$ cat src/rtl/dcf_pkg.sv
package dcf_pkg;

  // Configuration space and word addresses (byte addresses, 24-bit program space).
  localparam logic [23:0] CFG_SPACE_LO   = 24'h800000;
  localparam logic [23:0] CFG_SPACE_HI   = 24'hffffff;
  localparam logic [23:0] CFG_BASE       = 24'hf80000;
  localparam logic [23:0] ADDR_BOOT      = 24'hf80000;
  localparam logic [23:0] ADDR_GENERAL   = 24'hf80004;
  localparam logic [23:0] ADDR_OSC_SEL   = 24'hf80006;
  localparam logic [23:0] ADDR_OSC       = 24'hf80008;
  localparam logic [23:0] ADDR_WATCHDOG  = 24'hf8000a;
  localparam logic [23:0] ADDR_RESET     = 24'hf8000c;
  localparam logic [23:0] ADDR_DEBUGGER  = 24'hf8000e;
  localparam logic [23:0] ADDR_DEEPSLEEP = 24'hf80010;

  // Number of configuration words and their indices in the bank.
  localparam int          NUM_WORDS      = 8;
  localparam logic [2:0]  IDX_BOOT       = 3'h0;
  localparam logic [2:0]  IDX_GENERAL    = 3'h1;
  localparam logic [2:0]  IDX_OSC_SEL    = 3'h2;
  localparam logic [2:0]  IDX_OSC        = 3'h3;
  localparam logic [2:0]  IDX_WATCHDOG   = 3'h4;
  localparam logic [2:0]  IDX_RESET      = 3'h5;
  localparam logic [2:0]  IDX_DEBUGGER   = 3'h6;
  localparam logic [2:0]  IDX_DEEPSLEEP  = 3'h7;

  // Implemented-bit masks; unimplemented positions read as zero.
  localparam logic [7:0]  MASK_BOOT      = 8'h0f;
  localparam logic [7:0]  MASK_GENERAL   = 8'h03;
  localparam logic [7:0]  MASK_OSC_SEL   = 8'h87;
  localparam logic [7:0]  MASK_OSC       = 8'hff;
  localparam logic [7:0]  MASK_WATCHDOG  = 8'hdf;
  localparam logic [7:0]  MASK_RESET     = 8'hfb;
  localparam logic [7:0]  MASK_DEBUGGER  = 8'h83;
  localparam logic [7:0]  MASK_DEEPSLEEP = 8'hff;

  // Erased (unprogrammed) value of every cell.
  localparam logic [7:0]  ERASED_WORD    = 8'hff;

  // Boot word fields.
  localparam int          BOOT_WRP_BIT   = 0;
  localparam int          BOOT_LVL_LSB   = 1;
  localparam logic [2:0]  BSS_NONE       = 3'h7;
  localparam logic [2:0]  BSS_SMALL_STD  = 3'h6;
  localparam logic [2:0]  BSS_SMALL_HIGH = 3'h2;
  localparam logic [2:0]  BSS_LARGE_STD  = 3'h5;
  localparam logic [2:0]  BSS_LARGE_HIGH = 3'h1;
  localparam logic [23:0] BOOT_START     = 24'h000200;
  localparam logic [23:0] BOOT_END_SMALL = 24'h000afe;
  localparam logic [23:0] BOOT_END_LARGE = 24'h0015fe;

  // General segment fields.
  localparam int          GEN_WRP_BIT    = 0;
  localparam int          GEN_CP_BIT     = 1;

  // Oscillator selection fields.
  localparam int          OSEL_TWO_SPEED_STARTUP_ENABLE_BIT  = 7;
  localparam int          OSEL_SRC_LSB   = 0;

  // Oscillator configuration fields.
  localparam int          OSC_CKSM_LSB   = 6;
  localparam int          OSC_SECONDARY_OSCILLATOR_BIT   = 5;
  localparam int          OSC_FREQ_LSB   = 3;
  localparam int          OSC_CLOCK_OUTPUT_BIT   = 2;
  localparam int          OSC_MODE_LSB   = 0;
  localparam logic [1:0]  POSC_OFF       = 2'h3;
  localparam logic [1:0]  POSC_EXT       = 2'h0;

  // Watchdog fields.
  localparam int          WDT_EN_BIT     = 7;
  localparam int          WDT_WIN_BIT    = 6;
  localparam int          WDT_PRE_BIT    = 4;
  localparam int          WDT_POST_LSB   = 0;
  localparam logic [7:0]  WDT_PRE_LONG   = 8'h80;
  localparam logic [7:0]  WDT_PRE_SHORT  = 8'h20;

  // One-hot start-up oscillator selections.
  typedef enum logic [7:0] {
    OSC_FAST_RC        = 8'h01,
    OSC_FAST_RC_PLL    = 8'h02,
    OSC_PRIMARY        = 8'h04,
    OSC_PRIMARY_PLL    = 8'h08,
    OSC_SECONDARY      = 8'h10,
    OSC_LOW_POWER_RC   = 8'h20,
    OSC_LP_FAST_RC_DIV = 8'h40,
    OSC_FAST_RC_DIV    = 8'h80
  } dcf_osc_src_t;

  // One-hot loader states.
  typedef enum logic [2:0] {
    ST_LOAD = 3'h1,
    ST_RUN  = 3'h2,
    ST_WAIT = 3'h4
  } dcf_state_t;

endpackage

$ cat src/rtl/dcf_fuse_bank.sv
`timescale 1ns/100ps
// What this block does
// - Programmed bit reads 0, erased bit reads 1.
// - Words mapped from F80000h, boot word first.
// - Only table access reaches 800000h-FFFFFFh space.
// - Boot codes 110/010 protect up to 000AFEh.
// - Boot codes 101/001 protect up to 0015FEh.
// - Code 111 no boot segment; others reserved.
// - Boot write-protect bit 0 blocks boot writes.
// - General code-protect bit 0 enables security.
// - General write-protect bit 0 blocks writes.
// - Bit 7 of oscillator select enables two-speed.
// - Three-bit start-up oscillator source decode.
// - Clock switch and fail-safe monitor decode.
// - Secondary oscillator high or low power.
// - Primary frequency range declaration decode.
// - Clock output only when primary off or external.
// - Primary oscillator mode decode.
// - Watchdog word bit layout.
// - Unimplemented bits always read zero.
// - Watchdog fuse forces on, else software bit.
// - Window disable selects standard or windowed.
// - Prescaler select 1:128 or 1:32.
// - Postscaler ratio is two to the code.
module dcf_fuse_bank (
  // Clock, reset and clock enable.
  input  wire logic                clk,
  input  wire logic                reset_n,
  input  wire logic                clk_en,
  // Nonvolatile storage read port.
  output logic [2:0]               nvm_index,
  input  wire logic [7:0]          nvm_data,
  // Nonvolatile storage program port.
  output logic                     nvm_write,
  output logic [7:0]               nvm_wdata,
  // Table access port.
  input  wire logic                table_read,
  input  wire logic                table_write,
  input  wire logic [23:0]         table_addr,
  input  wire logic [7:0]          table_wdata,
  output logic [7:0]               table_rdata,
  output logic                     table_error,
  // Software watchdog enable.
  input  wire logic                sw_watchdog_enable,
  // Program flash write target checks.
  input  wire logic [23:0]         flash_addr,
  output logic                     flash_write_allowed,
  // Load status.
  output logic                     config_valid,
  // Decoded protection controls.
  output logic                     boot_segment_present,
  output logic                     boot_high_security,
  output logic [23:0]              boot_end_addr,
  output logic                     boot_level_reserved,
  output logic                     boot_write_protect,
  output logic                     general_code_protect,
  output logic                     general_write_protect,
  // Decoded oscillator controls.
  output logic                     two_speed_startup_enable,
  output dcf_pkg::dcf_osc_src_t    startup_osc_select,
  output logic                     clock_switch_enable,
  output logic                     fail_safe_monitor_enable,
  output logic                     secondary_osc_high_power,
  output logic [1:0]               primary_freq_range,
  output logic                     primary_freq_reserved,
  output logic                     clock_output,
  output logic                     primary_osc_enable,
  output logic                     high_speed_crystal_mode,
  output logic                     standard_crystal_mode,
  output logic                     external_clock_mode,
  // Decoded watchdog controls.
  output logic                     watchdog_run,
  output logic                     watchdog_windowed,
  output logic [7:0]               watchdog_prescale,
  output logic [15:0]              watchdog_postscale
);

  // Per-word implemented-bit masks, indexed by word number.
  localparam logic [7:0] MASKS [dcf_pkg::NUM_WORDS] = '{
    dcf_pkg::MASK_BOOT, dcf_pkg::MASK_GENERAL, dcf_pkg::MASK_OSC_SEL, dcf_pkg::MASK_OSC,
    dcf_pkg::MASK_WATCHDOG, dcf_pkg::MASK_RESET, dcf_pkg::MASK_DEBUGGER,
    dcf_pkg::MASK_DEEPSLEEP
  };

  // Whole state of the block.
  typedef struct packed {
    dcf_pkg::dcf_state_t                   state;
    logic [2:0]                            index;
    logic [dcf_pkg::NUM_WORDS-1:0][7:0]    words;
    logic [7:0]                            rdata;
    logic                                  error;
    logic                                  wr;
    logic [7:0]                            wdata;
    logic [7:0]                            gen_cleared;
  } dcf_state_bundle_t;

  dcf_state_bundle_t state_reg;
  dcf_state_bundle_t state_next;

  logic       hit;
  logic [2:0] hit_idx;
  logic       in_cfg_space;
  logic [7:0] boot_w;
  logic [7:0] gen_w;
  logic [7:0] osel_w;
  logic [7:0] osc_w;
  logic [7:0] wdt_w;
  logic [2:0] boot_protect_level;
  logic [1:0] posc_mode;
  logic       in_boot;

  // Address decode against the eight word addresses.
  always_comb begin
    hit     = 1'b1;
    hit_idx = dcf_pkg::IDX_BOOT;
    unique case (table_addr)
      dcf_pkg::ADDR_BOOT:      hit_idx = dcf_pkg::IDX_BOOT;
      dcf_pkg::ADDR_GENERAL:   hit_idx = dcf_pkg::IDX_GENERAL;
      dcf_pkg::ADDR_OSC_SEL:   hit_idx = dcf_pkg::IDX_OSC_SEL;
      dcf_pkg::ADDR_OSC:       hit_idx = dcf_pkg::IDX_OSC;
      dcf_pkg::ADDR_WATCHDOG:  hit_idx = dcf_pkg::IDX_WATCHDOG;
      dcf_pkg::ADDR_RESET:     hit_idx = dcf_pkg::IDX_RESET;
      dcf_pkg::ADDR_DEBUGGER:  hit_idx = dcf_pkg::IDX_DEBUGGER;
      dcf_pkg::ADDR_DEEPSLEEP: hit_idx = dcf_pkg::IDX_DEEPSLEEP;
      default:                 hit     = 1'b0;
    endcase
  end

  // The table port is the only way in, and only for configuration space.
  assign in_cfg_space = (table_addr >= dcf_pkg::CFG_SPACE_LO) &&
                        (table_addr <= dcf_pkg::CFG_SPACE_HI);

  // Loader and table access; state only moves while the clock enable is high.
  always_comb begin
    state_next       = state_reg;
    state_next.wr    = 1'b0;
    state_next.error = 1'b0;
    unique case (state_reg.state)
      dcf_pkg::ST_LOAD: begin
        // Walk every word from storage before any decoded control counts.
        state_next.words[state_reg.index] = nvm_data & MASKS[state_reg.index];
        state_next.index = state_reg.index + 3'h1;
        if (state_reg.index == 3'(dcf_pkg::NUM_WORDS - 1)) begin
          state_next.state = dcf_pkg::ST_RUN;
        end
      end
      dcf_pkg::ST_RUN: begin
        if (table_read) begin
          if (in_cfg_space && hit) begin
            state_next.rdata = state_reg.words[hit_idx];
          end else begin
            state_next.rdata = 8'h00;
            state_next.error = 1'b1;
          end
        end else if (table_write) begin
          if (in_cfg_space && hit) begin
            state_next.wr    = 1'b1;
            state_next.index = hit_idx;
            state_next.state = dcf_pkg::ST_WAIT;
            if (hit_idx == dcf_pkg::IDX_GENERAL) begin
              // Protection may be tightened but never loosened in place. The latched
              // image is frozen until reset, so bits cleared since then are remembered.
              state_next.wdata = table_wdata & state_reg.words[hit_idx] &
                                 ~state_reg.gen_cleared & MASKS[hit_idx];
              state_next.gen_cleared = state_reg.gen_cleared |
                                       (MASKS[hit_idx] & ~state_next.wdata);
            end else begin
              state_next.wdata = table_wdata & MASKS[hit_idx];
            end
          end else begin
            state_next.error = 1'b1;
          end
        end
      end
      dcf_pkg::ST_WAIT: begin
        // Writes reach storage only; latches keep the reset-time image.
        state_next.state = dcf_pkg::ST_RUN;
      end
    endcase
  end

  // Single state register with asynchronous reset to the erased image.
  always_ff @(posedge clk or negedge reset_n) begin
    if (!reset_n) begin
      state_reg.state <= dcf_pkg::ST_LOAD;
      state_reg.index <= 3'h0;
      state_reg.words <= '{default: dcf_pkg::ERASED_WORD};
      state_reg.rdata <= 8'h00;
      state_reg.error <= 1'b0;
      state_reg.wr    <= 1'b0;
      state_reg.wdata <= 8'h00;
      state_reg.gen_cleared <= 8'h00;
    end else if (clk_en) begin
      state_reg <= state_next;
    end
  end

  // Storage ports and table answers.
  assign nvm_index    = state_reg.index;
  assign nvm_write    = state_reg.wr;
  assign nvm_wdata    = state_reg.wdata;
  assign table_rdata  = state_reg.rdata;
  assign table_error  = state_reg.error;
  assign config_valid = (state_reg.state != dcf_pkg::ST_LOAD);

  // Word views; all decode below treats 1 as the erased default.
  assign boot_w    = state_reg.words[dcf_pkg::IDX_BOOT];
  assign gen_w     = state_reg.words[dcf_pkg::IDX_GENERAL];
  assign osel_w    = state_reg.words[dcf_pkg::IDX_OSC_SEL];
  assign osc_w     = state_reg.words[dcf_pkg::IDX_OSC];
  assign wdt_w     = state_reg.words[dcf_pkg::IDX_WATCHDOG];
  assign boot_protect_level       = boot_w[dcf_pkg::BOOT_LVL_LSB +: 3];
  assign posc_mode = osc_w[dcf_pkg::OSC_MODE_LSB +: 2];

  // Boot segment size and security level.
  always_comb begin
    boot_segment_present = 1'b1;
    boot_high_security   = 1'b0;
    boot_end_addr        = 24'h000000;
    boot_level_reserved  = 1'b0;
    unique case (boot_protect_level)
      dcf_pkg::BSS_NONE:       boot_segment_present = 1'b0;
      dcf_pkg::BSS_SMALL_STD:  boot_end_addr = dcf_pkg::BOOT_END_SMALL;
      dcf_pkg::BSS_SMALL_HIGH: begin
        boot_end_addr      = dcf_pkg::BOOT_END_SMALL;
        boot_high_security = 1'b1;
      end
      dcf_pkg::BSS_LARGE_STD:  boot_end_addr = dcf_pkg::BOOT_END_LARGE;
      dcf_pkg::BSS_LARGE_HIGH: begin
        boot_end_addr      = dcf_pkg::BOOT_END_LARGE;
        boot_high_security = 1'b1;
      end
      default: begin
        // Reserved codes: treated as no segment so nothing is locked by accident.
        boot_segment_present = 1'b0;
        boot_level_reserved  = 1'b1;
      end
    endcase
  end

  // Write permission for a flash target address.
  assign boot_write_protect    = ~boot_w[dcf_pkg::BOOT_WRP_BIT];
  assign general_code_protect  = ~gen_w[dcf_pkg::GEN_CP_BIT];
  assign general_write_protect = ~gen_w[dcf_pkg::GEN_WRP_BIT];
  assign in_boot = boot_segment_present && (flash_addr >= dcf_pkg::BOOT_START) &&
                   (flash_addr <= boot_end_addr);
  assign flash_write_allowed = config_valid &&
                               (in_boot ? !boot_write_protect : !general_write_protect);

  // Oscillator selection decode.
  assign two_speed_startup_enable = osel_w[dcf_pkg::OSEL_TWO_SPEED_STARTUP_ENABLE_BIT];
  assign startup_osc_select = dcf_pkg::dcf_osc_src_t'(
                                8'h01 << osel_w[dcf_pkg::OSEL_SRC_LSB +: 3]);

  // Oscillator configuration decode.
  assign clock_switch_enable      = ~osc_w[dcf_pkg::OSC_CKSM_LSB + 1];
  assign fail_safe_monitor_enable = ~osc_w[dcf_pkg::OSC_CKSM_LSB + 1] &
                                    ~osc_w[dcf_pkg::OSC_CKSM_LSB];
  assign secondary_osc_high_power = osc_w[dcf_pkg::OSC_SECONDARY_OSCILLATOR_BIT];
  assign primary_freq_range       = osc_w[dcf_pkg::OSC_FREQ_LSB +: 2];
  assign primary_freq_reserved    = (primary_freq_range == 2'h0);
  assign primary_osc_enable       = (posc_mode != dcf_pkg::POSC_OFF);
  assign high_speed_crystal_mode  = (posc_mode == 2'h2);
  assign standard_crystal_mode    = (posc_mode == 2'h1);
  assign external_clock_mode      = (posc_mode == dcf_pkg::POSC_EXT);
  // The output pin is shared with the crystal, so a running crystal keeps it.
  assign clock_output = osc_w[dcf_pkg::OSC_CLOCK_OUTPUT_BIT] &&
                        ((posc_mode == dcf_pkg::POSC_OFF) ||
                         (posc_mode == dcf_pkg::POSC_EXT));

  // Watchdog decode.
  assign watchdog_run       = wdt_w[dcf_pkg::WDT_EN_BIT] | sw_watchdog_enable;
  assign watchdog_windowed  = ~wdt_w[dcf_pkg::WDT_WIN_BIT];
  assign watchdog_prescale  = wdt_w[dcf_pkg::WDT_PRE_BIT] ? dcf_pkg::WDT_PRE_LONG :
                              dcf_pkg::WDT_PRE_SHORT;
  assign watchdog_postscale = 16'h0001 << wdt_w[dcf_pkg::WDT_POST_LSB +: 4];

endmodule

$ cat config.mk
export PLATFORM = sky130hd
export DESIGN_NAME = dcf_fuse_bank
export DESIGN_NICKNAME = d
export VERILOG_FILES = /design/src/rtl/dcf_pkg.sv /design/src/rtl/dcf_fuse_bank.sv
export SDC_FILE = /design/constraint.sdc
export NUM_CORES = 1
export LEC_CHECK = 0
export ABC_AREA = 1
export BUFFER_PORTS_ARGS = -buffer_cell sky130_fd_sc_hd__buf_4
export CAP_MARGIN = 25
export CORE_MARGIN = 8
export CORE_UTILIZATION = 49
export DETAILED_ROUTE_END_ITERATION = 8
export HOLD_SLACK_MARGIN = 0.12
export PLACE_DENSITY_LB_ADDON = 0.2
export SYNTH_ARGS = -nofsm -noshare
export SYNTH_HDL_FRONTEND = slang
export SYNTH_SLANG_ARGS = --single-unit
$ cat constraint.sdc
create_clock -name clk -period 2.44 [get_ports clk]
set_input_delay 0.244 -clock clk [delete_from_list [all_inputs] [get_ports clk]]
set_output_delay 0.244 -clock clk [all_outputs]
set_load 0.1 [all_outputs]
Word-level counts from Yosys, hierarchy flattened
Memory sizes are Yosys's and may differ from the RTL's.
Cells that the tools add are included.
Storage, ports and cells
  register bits: 96
  bits in read-only memories: 128
  input port bits: 70
  output and inout port bits: 99
  logic and storage cells: 131
  memories: 2
Operators by class
  add/subtract/negate cells: 1
  magnitude comparators: 9
  eq/ne operators: 27
  shift-type cells: 2
  muxes and demuxes: 32
  bitwise operators: 20
  reductions and logical operators: 23
Memories
  (no name shown): depth 8, bits a word 8, read ports 1, clocked after Yosys merged registers in 0, write ports 0, RTL line dcf_fuse_bank.sv:168  | state_next.wdata = table_wdata & MASKS[hit_idx];
  (no name shown): depth 8, bits a word 8, read ports 1, clocked after Yosys merged registers in 0, write ports 0, RTL line dcf_fuse_bank.sv:141  | state_next.words[state_reg.index] = nvm_data & MASKS[state_reg.index];
Operator list (count)
  24-bit == test (second input constant): 8
  8-bit 2-to-1 mux: 10
  64-bit bitwise mux: 1
  8-bit AND: 6
  18-bit 2-to-1 mux: 2
  17-bit 2-to-1 mux: 2
  13-bit one-hot mux with 2 select lines: 1
  8-bit binary-select mux with 3-bit select: 1
  8-bit demux with 3-bit select: 1
  24-bit by 10-bit >= comparator with 1-bit output (second input constant): 1
  24-bit >= comparator (second input constant): 1
  24-bit <= comparator: 1
  24-bit <= comparator (second input constant): 1
  3-bit one-hot mux with 7 select lines: 1
  6-bit 2-to-1 mux: 3
  8-bit NOT: 2
  1-bit by 4-bit left shift with 16-bit output (first input constant): 1
  3-bit == test (second input constant): 5
  5-bit AND reduction: 3
  2-bit != test (second input constant): 5
  3-bit by 1-bit == test with 1-bit output (second input constant): 3
  3-bit one-hot mux with 3 select lines: 1
  4-bit >= comparator (second input constant): 2
  3-bit by 4-bit less-than comparator with 1-bit output (second input constant): 2
  26 further kinds: 50

Depth between registers and ports, before layout
Gate-level depths: netlist (run 1).
  depth in word-level cells: 15
  mapped depth: 20
  depth with buffers taken out: 20

Worst setup path before layout (run 1)
OpenSTA, ideal clock, no wires.
  kind: register to output
  start point: register state_reg, in the netlist boot_w[1]
  end point: output port flash_write_allowed
  data arrival time: 5.355 ns
  required time: 2.196 ns
  path slack: -3.159 ns
  cell stages (with the launch flop): 16
  path buffers: 0
  cell sequence: dfstp_2 inv_1 nor2_1 nor2_1 inv_1 ha_1 o31ai_1 nand2_1 o211ai_1 nand2_1 nand4_1 nand2_1 nand2_1 nand2_1 o21ai_0 nor2_1
Between the ends
  word-level cells in the longest chain between the ends: 7
  elaborated cells between the ends (all ways): 14
  those cells by class: 1 x order compare; 4 x eq/ne; 3 x mux; 6 x reduce/logical
RTL lines
  from (decl): RTL line dcf_fuse_bank.sv:97  | dcf_state_bundle_t state_reg;
  from (signal assigned): RTL line dcf_fuse_bank.sv:194  | state_reg <= state_next;
  3-bit by 1-bit == test with 1-bit output (tied with other cells): RTL line dcf_fuse_bank.sv:221  | unique case (boot_protect_level)
  2-bit OR reduction (no line)
  13-bit one-hot mux with 2 select lines *: RTL line dcf_fuse_bank.sv:221
  net boot_end_addr[8]: RTL line dcf_fuse_bank.sv:53  | output logic [23:0] boot_end_addr,
  24-bit <= comparator *: RTL line dcf_fuse_bank.sv:246  | (flash_addr <= boot_end_addr);
  1-bit logical AND *: RTL line dcf_fuse_bank.sv:245  | assign in_boot = boot_segment_present && (flash_addr >= dcf_pkg::BOOT_START) &&
  1-bit 2-to-1 mux *: RTL line dcf_fuse_bank.sv:248  | (in_boot ? !boot_write_protect : !general_write_protect);
  1-bit logical AND *: RTL line dcf_fuse_bank.sv:247  | assign flash_write_allowed = config_valid &&
  to (decl): RTL line dcf_fuse_bank.sv:47  | output logic flash_write_allowed,
The timed path passes the listed nets; every way through them passes the cells marked *.

Final worst setup path (run 1)
  start point: register state_reg, in the netlist boot_w[2]
  end point: output port flash_write_allowed
Between the ends
  word-level cells in the longest chain between the ends: 7
  elaborated cells between the ends (all ways): 14
  those cells by class: 1 x order compare; 4 x eq/ne; 3 x mux; 6 x reduce/logical
RTL lines (RTL line)
  3-bit by 1-bit == test with 1-bit output (tied with other cells): dcf_fuse_bank.sv:221
  2-bit OR reduction (no line) or 4-bit OR reduction (tied branches)
  13-bit one-hot mux with 2 select lines or 1-bit 2-to-1 mux (tied branches): dcf_fuse_bank.sv:221
  24-bit <= comparator or 1-bit logical AND (tied branches): dcf_fuse_bank.sv:246, dcf_fuse_bank.sv:245
  1-bit logical AND *: dcf_fuse_bank.sv:245
  1-bit 2-to-1 mux *: dcf_fuse_bank.sv:248
  1-bit logical AND *: dcf_fuse_bank.sv:247
Mark *: on every way between the ends. The rest lies on a longest branch, timed or not.

==> results.yml, run 1 <==
timing:
  hold_slack_ps: 176
  part_of_the_cycle_the_worst_path_needs: 1.18
  fin_ws_ps: -429
  period_needed_ps: 2870
  fin_worst_skew_ps: 10.3
  max-slew-margin-rel: 0.548
  finalHoldViolCount: 0
  report.final.slew_viol_count: 0
  fmax_mhz: 349
  report.final.setup_viol: 1
  worstMarginPinSlew_ps: 678
  rsz_0062_raised_after_global_routing: "yes"
grt:
  maximum_number_of_pins_on_one_net_before_global_route_repair: 52
  global_route.overflow_total: 0
  number_of_global_route_vias_before_repair: 5581
  global_route_wire_length_before_repair_um: 27500
  grt_usage: 0.204
  grt_antenna_before_repair: 0
synthesis:
  mean_cell_area_of_the_mapped_netlist_um2: 7.11
  synthesized_netlist_cell_count: 893
  synth_sequential_area_ratio: 0.391
  ys_seq_elements: 96
  synth_top_area_frac: 0.269
  synth.area.top_cells: "sky130_fd_sc_hd__dfstp_2 27%, sky130_fd_sc_hd__nand2_1 17%, sky130_fd_sc_hd__dfrtp_1 12%"
  number_of_enable_type_register_cells_in_the_synthesized_netlist: 0
  synth_common_cells: "282 x sky130_fd_sc_hd__nand2_1, 114 x sky130_fd_sc_hd__inv_1, 93 x sky130_fd_sc_hd__nor2_1"
  yosysWarnings: 0
  mappedNetlistArea_um2: 6350
  yosysMostFrequentCell: "sky130_fd_sc_hd__nand2_1"
  synthArstFlopShare: 1.00
  netlist-cell-type-count: 41
  dominantRegCellSynth: "sky130_fd_sc_hd__dfstp_2"
  synth_largest_area_cell: "sky130_fd_sc_hd__dfstp_2"
cells_and_area:
  post_route_cells_drive_above_1_share: 0.311
  fin_area_um2: 8080
  flow.area_growth_from_synthesis_pct: 27.2
  finish.net_count: 1136
  largest_register_ffs: 35
  n_antenna_cell: 0
die:
  dieWidth_um: 130
  die-area_um2: 16900
  rows: 41
  floorplan.core_area_um2: 12600
  initial_utilization: 0.503
  die_y_um: 130
  number_of_top_level_design_ports: 169
run:
  timing.max_cap.violations: 0
clock_tree:
  cts_tree: "built"
  skew_pair_late_insertion_delay_ps: 350
  clockRootBuffer: "sky130_fd_sc_hd__clkbuf_16"
  cts_sinks: 96
  cts.htree.levels: 3
  clkSlewWorstSetupHoldPaths_ps: 70
  numCtsBuffers: 9
  clk_path_buf_depth: 2
route:
  drtIter0Drc: 406
  routed_wl_um: 17000
  wl_per_cell_um: 14.0
  route.detailed.vias_per_inst: 4.91
  ant_nets: 0
  routed-via-count: 5981
  firstDrtPassIters: 5
  drc: 0
hold_path:
  hold_path_end: "osel_w[7]"
  hold_path_class: "primary input to flop"
  hp_start: "nvm_data[7]"
  hold_depth: 3
setup_path:
  start_kind: "flop"
  worst_r2r_endpoint: "state_reg[86]"
  worst-endpoint-required_ps: 2200
  r2r_start: "state_reg[93]"
  worst-r2r-setup-slack_ps: 470
  data_arrival_time_of_the_critical_path_ps: 2630
  critical_path_class: "flop to output pin"
  worst-r2r-cell-count: 9
  worst_setup_path_end_kind: "output pin"
  worstPathMaxFanout: 8
pwr:
  power_mw: 4.23
  leakage_nw: 4.42
  netSwitchingFraction: 0.353
  vdd_ir_drop_max_mv: 0.335
  comb_power_share: 0.258
  p_int_mw: 2.74
  switchingPower_mw: 1.50
  seqPwrFrac: 0.403
  pwr_density_cell_nw_per_um2: 524
  share_clk_of_total_power: 0.339
placement:
  dpl-instance-area_um2: 7720
  portbufs: 150
  place_hpwl_um: 13100
  place.gp.congestion: 0.864
status:
  run_status: "finished with violations"
  violations_in_the_final_reports: "setup timing"
==> per-layer routing <==
metal  up-vias  part of all wire  track usage
met5         -                 0            0
met4         0             0.023       0.0738
li1       3024                 -            -
met1      2726              0.43        0.262
met3        27             0.077       0.0396
met2       204              0.47        0.333
==> area by class of cell <==
class | instances | area (µm²)
Sequential cell | 96 | 2480
Clock inverter | 6 | 68.8
Fill cell | 1174 | 4540
Timing Repair Buffer | 188 | 1470
Multi-Input combinational cell | 627 | 3160
Inverter | 120 | 454
Clock buffer | 10 | 229
Tap cell | 172 | 215
==> kinds of logic after synthesis <==
kind of cell               after synthesis  synth area share
buffers and inverters                  187             0.146
AOI/OAI and AO/OA                      115            0.0978
muxes                                    3           0.00493
adders and majority gates               24            0.0473
other                                    1          0.000591
and+or+nand+nor                        467             0.312
DFF                                     96             0.391
==> stage by stage <==
stage	utilization	instances	TNS (ps)	setup WS (ps)
2_1_floorplan	-	910	-1890	-953
3_3_place_gp	0.612	1200	-144	-144
3_5_place_dp	0.612	1200	-166	-166
4_1_cts	0.639	1218	-439	-439
5_1_grt	0.640	1219	-620	-620
6_report	0.640	1219	-429	-429
==> worst max-delay path by stage <==
stage                     startpoint                   to  slack, ps  cells past startpoint
after global placement     boot_w[1]  flash_write_allowed       -140                     13
after CTS                  boot_w[2]  flash_write_allowed       -440                     13
after floorplan            boot_w[2]  flash_write_allowed       -950                     13
after global routing       boot_w[2]  flash_write_allowed       -620                     15
after detailed placement   boot_w[2]  flash_write_allowed       -170                     13
final                      boot_w[2]  flash_write_allowed       -430                     15
==> cells in the final DEF (no fill, tap or decap), types with 3 or more instances in the layout <==
master	synthesis	routed
sky130_fd_sc_hd__nand2_1	282	282
sky130_fd_sc_hd__buf_4	51	182
sky130_fd_sc_hd__inv_1	114	113
sky130_fd_sc_hd__nor2_1	93	82
sky130_fd_sc_hd__o21ai_0	70	69
sky130_fd_sc_hd__dfstp_2	65	65
sky130_fd_sc_hd__nand3_1	38	38
sky130_fd_sc_hd__dfrtp_1	31	31
sky130_fd_sc_hd__ha_1	24	23
sky130_fd_sc_hd__conb_1	1	18
sky130_fd_sc_hd__a21oi_1	19	17
sky130_fd_sc_hd__o21ai_1	14	14
sky130_fd_sc_hd__nor2_2	4	11
sky130_fd_sc_hd__nor3_2	2	10
sky130_fd_sc_hd__clkbuf_16	0	9
sky130_fd_sc_hd__nor2_4	4	8
sky130_fd_sc_hd__nor3_1	15	7
sky130_fd_sc_hd__nand2_2	6	6
sky130_fd_sc_hd__nand4_1	5	5
sky130_fd_sc_hd__clkinv_1	4	4
sky130_fd_sc_hd__nand3_2	4	4
sky130_fd_sc_hd__buf_12	0	4
sky130_fd_sc_hd__or2_2	3	3
==> timing repair <==
| action | CTS | global route |
|---|---|---|
| endpoints found under the hold margin | 32 | 0 |
| setup endpoints to repair | 1 | 1 |
| gates resized for setup | 5 | 2 |
| pin swaps | 1 | 1 |
| hold buffers | 2 | 0 |
| setup buffers | 0 | 1 |
==> power groups by stage <==
| stage | Clock [mW] | Combinational, mW | Sequential (mW) |
|---|---|---|---|
| 2_1_floorplan | 0 | 0.725 | 1.76 |
| 3_3_place_gp | 0 | 1.07 | 1.73 |
| 3_5_place_dp | 0 | 1.08 | 1.73 |
| 4_1_cts | 1.45 | 1.09 | 1.71 |
| 5_1_grt | 1.51 | 1.18 | 1.72 |
| 6_report | 1.43 | 1.09 | 1.71 |
==> worst max-delay path, cell delays in order, from the launching register on <==
cell	delay [ps]
sky130_fd_sc_hd__dfstp_2	570
sky130_fd_sc_hd__inv_1	80
sky130_fd_sc_hd__nor2_4	140
sky130_fd_sc_hd__nor2_4	90
sky130_fd_sc_hd__ha_1	310
sky130_fd_sc_hd__inv_1	80
sky130_fd_sc_hd__o31ai_2	190
sky130_fd_sc_hd__nand2_1	70
sky130_fd_sc_hd__o211ai_1	90
sky130_fd_sc_hd__nand2_1	70
sky130_fd_sc_hd__nand4_1	70
sky130_fd_sc_hd__nand2_1	50
sky130_fd_sc_hd__nand2_1	80
sky130_fd_sc_hd__o21ai_2	70
sky130_fd_sc_hd__nor2_4	120
sky130_fd_sc_hd__buf_12	180
Power figures use the tool's default switching activity.
==> inputs of run 2 (changes only) <==
CORE_MARGIN = 4   (was 8)
==> results.yml, run 2 (synthesized netlist as in run 1, its figures left out) <==
clock_tree:
  cts.htree.levels: 3
  clockRootBuffer: "sky130_fd_sc_hd__clkbuf_16"
  clk_path_buf_depth: 2
  clkSlewWorstSetupHoldPaths_ps: 70
  skew_pair_late_insertion_delay_ps: 340
  cts_tree: "built"
  numCtsBuffers: 9
  cts_sinks: 96
setup_path:
  worst-endpoint-required_ps: 2200
  worst_setup_path_end_kind: "output pin"
  worst_r2r_endpoint: "state_reg[67]"
  start_kind: "flop"
  worstPathMaxFanout: 6
  worst-r2r-cell-count: 9
  data_arrival_time_of_the_critical_path_ps: 2620
  worst-r2r-setup-slack_ps: 560
  critical_path_class: "flop to output pin"
  r2r_start: "state_reg[93]"
route:
  drc: 0
  wl_per_cell_um: 13.4
  routed_wl_um: 16500
  route.detailed.vias_per_inst: 4.85
  drtIter0Drc: 303
  firstDrtPassIters: 4
  routed-via-count: 5971
  ant_nets: 0
grt:
  gr-max-usage-layer: "met2"
  grt_antenna_before_repair: 0
  use_met1: 0.310
  global_route.overflow_total: 0
  globalRouteMet3Util: 0.0339
  maximum_number_of_pins_on_one_net_before_global_route_repair: 76
  groute.layer.met2.usage: 0.374
  global_route_wire_length_before_repair_um: 27000
  number_of_global_route_vias_before_repair: 5658
  grt_usage: 0.227
die:
  die-area_um2: 14800
  floorplan.core_area_um2: 12700
  dieWidth_um: 122
  die_y_um: 122
  number_of_top_level_design_ports: 169
  initial_utilization: 0.501
  rows: 41
pwr:
  share_clk_of_total_power: 0.317
  vdd_ir_drop_max_mv: 0.271
  power_mw: 4.14
  switchingPower_mw: 1.47
  netSwitchingFraction: 0.356
  comb_power_share: 0.270
  seqPwrFrac: 0.413
  pwr_density_cell_nw_per_um2: 505
  leakage_nw: 4.47
  p_int_mw: 2.67
status:
  violations_in_the_final_reports: "setup timing"
  run_status: "finished with violations"
cells_and_area:
  layout_commonest_cell: "sky130_fd_sc_hd__nand2_1"
  highest_count_cells_in_the_layout_ignoring_fill_and_taps: "279 x sky130_fd_sc_hd__nand2_1, 194 x sky130_fd_sc_hd__buf_4, 110 x sky130_fd_sc_hd__inv_1"
  layout.core_utilization: 0.647
  fillers: 1171
  finish.net_count: 1148
  flow.area_growth_from_synthesis_pct: 29.1
  largest_register_ffs: 35
  n_antenna_cell: 0
  post_route_cells_drive_above_1_share: 0.328
hold_path:
  hp_start: "nvm_data[6]"
  hold_path_class: "primary input to flop"
  hold_path_end: "wdt_w[6]"
  hold_depth: 3
timing:
  finalHoldViolCount: 0
  report.final.slew_viol_count: 0
  fin_ws_ps: -421
  hold_slack_ps: 136
  worstMarginPinSlew_ps: 739
  fin_worst_skew_ps: 9.32
  part_of_the_cycle_the_worst_path_needs: 1.17
  period_needed_ps: 2860
  rsz_0062_raised_after_global_routing: "yes"
  report.final.setup_viol: 1
  fmax_mhz: 349
  max-slew-margin-rel: 0.507
  tns_ps: -421
placement:
  place_hpwl_um: 12800
  post-place-ws_ps: -139
  place.gp.congestion: 0.868
  portbufs: 150
run:
  timing.max_cap.violations: 0
run 2: through the flow:
stage / cells / area (µm²)
final: 1230 / 8200
after global routing: 1230 / 8200
after CTS: 1230 / 8150
after detailed placement: 1211 / 7800
after global placement: 1211 / 7800
after floorplan: 910 / 6550
run 2: area by class of cell:
cell class                 count  area (µm²)  area share
inverter                     120         454      0.0554
sequential                    96        2480       0.303
tap                          172         215      0.0263
clock inverter                 4        28.8     0.00351
clock buffer                  11         243      0.0296
multi-input combinational    627        3210       0.392
timing repair buffer         200        1560       0.190
run 2: worst max path at each step:
| stage | startpoint | endpoint | slack (ps) | cells after the start |
|---|---|---|---|---|
| floorplan | boot_w[2] | flash_write_allowed | -950 | 13 |
| global placement | boot_w[2] | flash_write_allowed | -120 | 13 |
| detailed placement | boot_w[2] | flash_write_allowed | -140 | 13 |
| CTS | boot_w[2] | flash_write_allowed | -410 | 13 |
| global route | boot_w[2] | flash_write_allowed | -610 | 16 |
| finish | boot_w[2] | flash_write_allowed | -420 | 16 |
run 2: what timing repair did:
action,4_1_cts,5_1_grt
gates resized for setup,8,10
cloned,0,0
endpoints found under the setup margin,1,1
buffers inserted,3,0
hold buffers,1,0
endpoints found under the hold margin,21,0
pin swaps,10,9
run 2: layer usage:
metal | wire length (µm) | vias up | part of all wire
met1 | 7300 | 2738 | 0.44
met3 | 906 | 25 | 0.055
met5 | 0 | - | 0
met2 | 8010 | 151 | 0.48
met4 | 312 | 0 | 0.019
li1 | - | 3057 | -
run 2: power by group through the flow:
stage / sequential (mW) / clock, mW / combinational (mW)
6_report: 1.71 / 1.31 / 1.12
3_3_place_gp: 1.73 / 0 / 1.09
2_1_floorplan: 1.76 / 0 / 0.725
5_1_grt: 1.72 / 1.40 / 1.21
4_1_cts: 1.71 / 1.34 / 1.10
3_5_place_dp: 1.74 / 0 / 1.10
run 2: critical path, stage by stage (launching register included):
cell,delay [ps]
sky130_fd_sc_hd__dfstp_2,570
sky130_fd_sc_hd__inv_2,60
sky130_fd_sc_hd__nor2_4,140
sky130_fd_sc_hd__nor2_4,80
sky130_fd_sc_hd__ha_1,290
sky130_fd_sc_hd__inv_2,50
sky130_fd_sc_hd__o31ai_2,260
sky130_fd_sc_hd__nand2_1,100
sky130_fd_sc_hd__o211ai_1,90
sky130_fd_sc_hd__nand2_1,70
sky130_fd_sc_hd__nand4_1,70
sky130_fd_sc_hd__nand2_1,70
sky130_fd_sc_hd__nand2_2,70
sky130_fd_sc_hd__nand2_1,60
sky130_fd_sc_hd__o21ai_2,80
sky130_fd_sc_hd__nor2_4,50
sky130_fd_sc_hd__buf_12,160
==> inputs of run 3 (changes only) <==
MAX_ROUTING_LAYER = met4   (was default)
==> results.yml, run 3 (synthesized netlist as in run 1, its figures left out) <==
timing:
  part_of_the_cycle_the_worst_path_needs: 1.17
  report.final.slew_viol_count: 0
  fmax_mhz: 349
  report.final.setup_viol: 1
  fin_worst_skew_ps: 8.00
  finalHoldViolCount: 0
  max-slew-margin-rel: 0.508
  fin_ws_ps: -425
  worstMarginPinSlew_ps: 737
  rsz_0062_raised_after_global_routing: "yes"
  period_needed_ps: 2870
route:
  route.detailed.vias_per_inst: 4.88
  met3WireLength_um: 1020
  drc: 0
  dr.max_layer_used: "met4"
  routed_wl_um: 16500
  met2WireLength_um: 7930
  routed-via-count: 5997
  drtIter0Drc: 332
  wl_per_cell_um: 13.4
  firstDrtPassIters: 6
  drt-met1-wl_um: 7250
  ant_nets: 0
die:
  die_y_um: 122
  number_of_top_level_design_ports: 169
  initial_utilization: 0.501
  dieWidth_um: 122
  die-area_um2: 14800
  floorplan.core_area_um2: 12700
  rows: 41
setup_path:
  r2r_start: "state_reg[95]"
  worst-endpoint-required_ps: 2200
  data_arrival_time_of_the_critical_path_ps: 2620
  worst-r2r-setup-slack_ps: 550
  worst_setup_path_end_kind: "output pin"
  critical_path_class: "flop to output pin"
  worstPathMaxFanout: 6
  worst-r2r-cell-count: 7
  start_kind: "flop"
  worst_r2r_endpoint: "table_rdata[0]"
clock_tree:
  skew_pair_late_insertion_delay_ps: 340
  clockRootBuffer: "sky130_fd_sc_hd__clkbuf_16"
  numCtsBuffers: 9
  clk_path_buf_depth: 2
  cts.htree.levels: 3
  cts_tree: "built"
  cts_sinks: 96
  clkSlewWorstSetupHoldPaths_ps: 70
grt:
  grt_usage: 0.234
  global_route_wire_length_before_repair_um: 27000
  grt_antenna_before_repair: 0
  maximum_number_of_pins_on_one_net_before_global_route_repair: 76
  number_of_global_route_vias_before_repair: 5659
  global_route.overflow_total: 0
cells_and_area:
  layout_commonest_cell: "sky130_fd_sc_hd__nand2_1"
  fin_area_um2: 8200
  post_route_cells_drive_above_1_share: 0.328
  layout.core_utilization: 0.647
  fillers: 1171
  flow.area_growth_from_synthesis_pct: 29.1
  ff_latch_area_um2: 2480
  n_antenna_cell: 0
  multi_input_comb_area_um2: 3210
  finish.net_count: 1148
  highest_count_cells_in_the_layout_ignoring_fill_and_taps: "279 x sky130_fd_sc_hd__nand2_1, 194 x sky130_fd_sc_hd__buf_4, 110 x sky130_fd_sc_hd__inv_1"
  post_layout_nonfiller_instances: 1230
  largest_register_ffs: 35
hold_path:
  hold_path_class: "primary input to flop"
  hp_start: "nvm_data[6]"
  hold_path_end: "wdt_w[6]"
  hold_depth: 3
placement:
  place_hpwl_um: 12800
  portbufs: 150
  place.gp.congestion: 0.882
  dpl-instance-area_um2: 7800
  place.detailed.instances: 1211
status:
  run_status: "finished with violations"
  violations_in_the_final_reports: "setup timing"
pwr:
  pwr_density_cell_nw_per_um2: 505
  leakage_nw: 4.47
  power_mw: 4.14
  vdd_ir_drop_max_mv: 0.271
run:
  timing.max_cap.violations: 0
[run 3: worst max path at each step]
stage          slack (ps)       from             endpoint  cells past startpoint
6_report             -430  boot_w[2]  flash_write_allowed                     16
2_1_floorplan        -950  boot_w[2]  flash_write_allowed                     13
4_1_cts              -410  boot_w[2]  flash_write_allowed                     13
5_1_grt              -610  boot_w[2]  flash_write_allowed                     16
3_3_place_gp         -120  boot_w[2]  flash_write_allowed                     13
3_5_place_dp         -140  boot_w[2]  flash_write_allowed                     13
[run 3: what timing repair did]
action	CTS	global route
hold endpoints to repair	21	0
setup endpoints to repair	1	1
pin swaps	10	9
setup buffers	3	0
gates resized for setup	8	10
hold buffers	1	0
gates cloned	0	0
[run 3: final cells by class]
class / instances / share of cell area
multi-input combinational: 627 / 0.392
sequential: 96 / 0.303
timing repair buffer: 200 / 0.190
inverter: 120 / 0.0554
clock buffer: 11 / 0.0296
tap: 172 / 0.0263
clock inverter: 4 / 0.00351
[run 3: layer usage]
metal  GRT usage  vias up
met1       0.311     2732
li1            -     3057
met3      0.0334       25
met5           -        -
met2       0.374      183
met4      0.0707        0
[run 3: through the flow]
| step | setup TNS [ps] | hold WS [ps] | setup slack, ps |
|---|---|---|---|
| 4_1_cts | -406 | 125 | -406 |
| 2_1_floorplan | -1890 | -51.6 | -953 |
| 3_3_place_gp | -196 | 154 | -120 |
| 3_5_place_dp | -592 | 154 | -139 |
| 5_1_grt | -615 | 137 | -615 |
| 6_report | -425 | 135 | -425 |
[run 3: critical path: stages, from the launching register on]
cell	delay, ps
sky130_fd_sc_hd__dfstp_2	570
sky130_fd_sc_hd__inv_2	60
sky130_fd_sc_hd__nor2_4	140
sky130_fd_sc_hd__nor2_4	80
sky130_fd_sc_hd__ha_1	290
sky130_fd_sc_hd__inv_2	50
sky130_fd_sc_hd__o31ai_2	270
sky130_fd_sc_hd__nand2_1	100
sky130_fd_sc_hd__o211ai_1	90
sky130_fd_sc_hd__nand2_1	70
sky130_fd_sc_hd__nand4_1	70
sky130_fd_sc_hd__nand2_1	70
sky130_fd_sc_hd__nand2_2	70
sky130_fd_sc_hd__nand2_1	60
sky130_fd_sc_hd__o21ai_2	80
sky130_fd_sc_hd__nor2_4	50
sky130_fd_sc_hd__buf_12	160
[run 3: power breakdown]
group / internal [mW] / switching [mW]
clock network: 0.717 / 0.597
registers: 1.64 / 0.0690
logic: 0.309 / 0.807
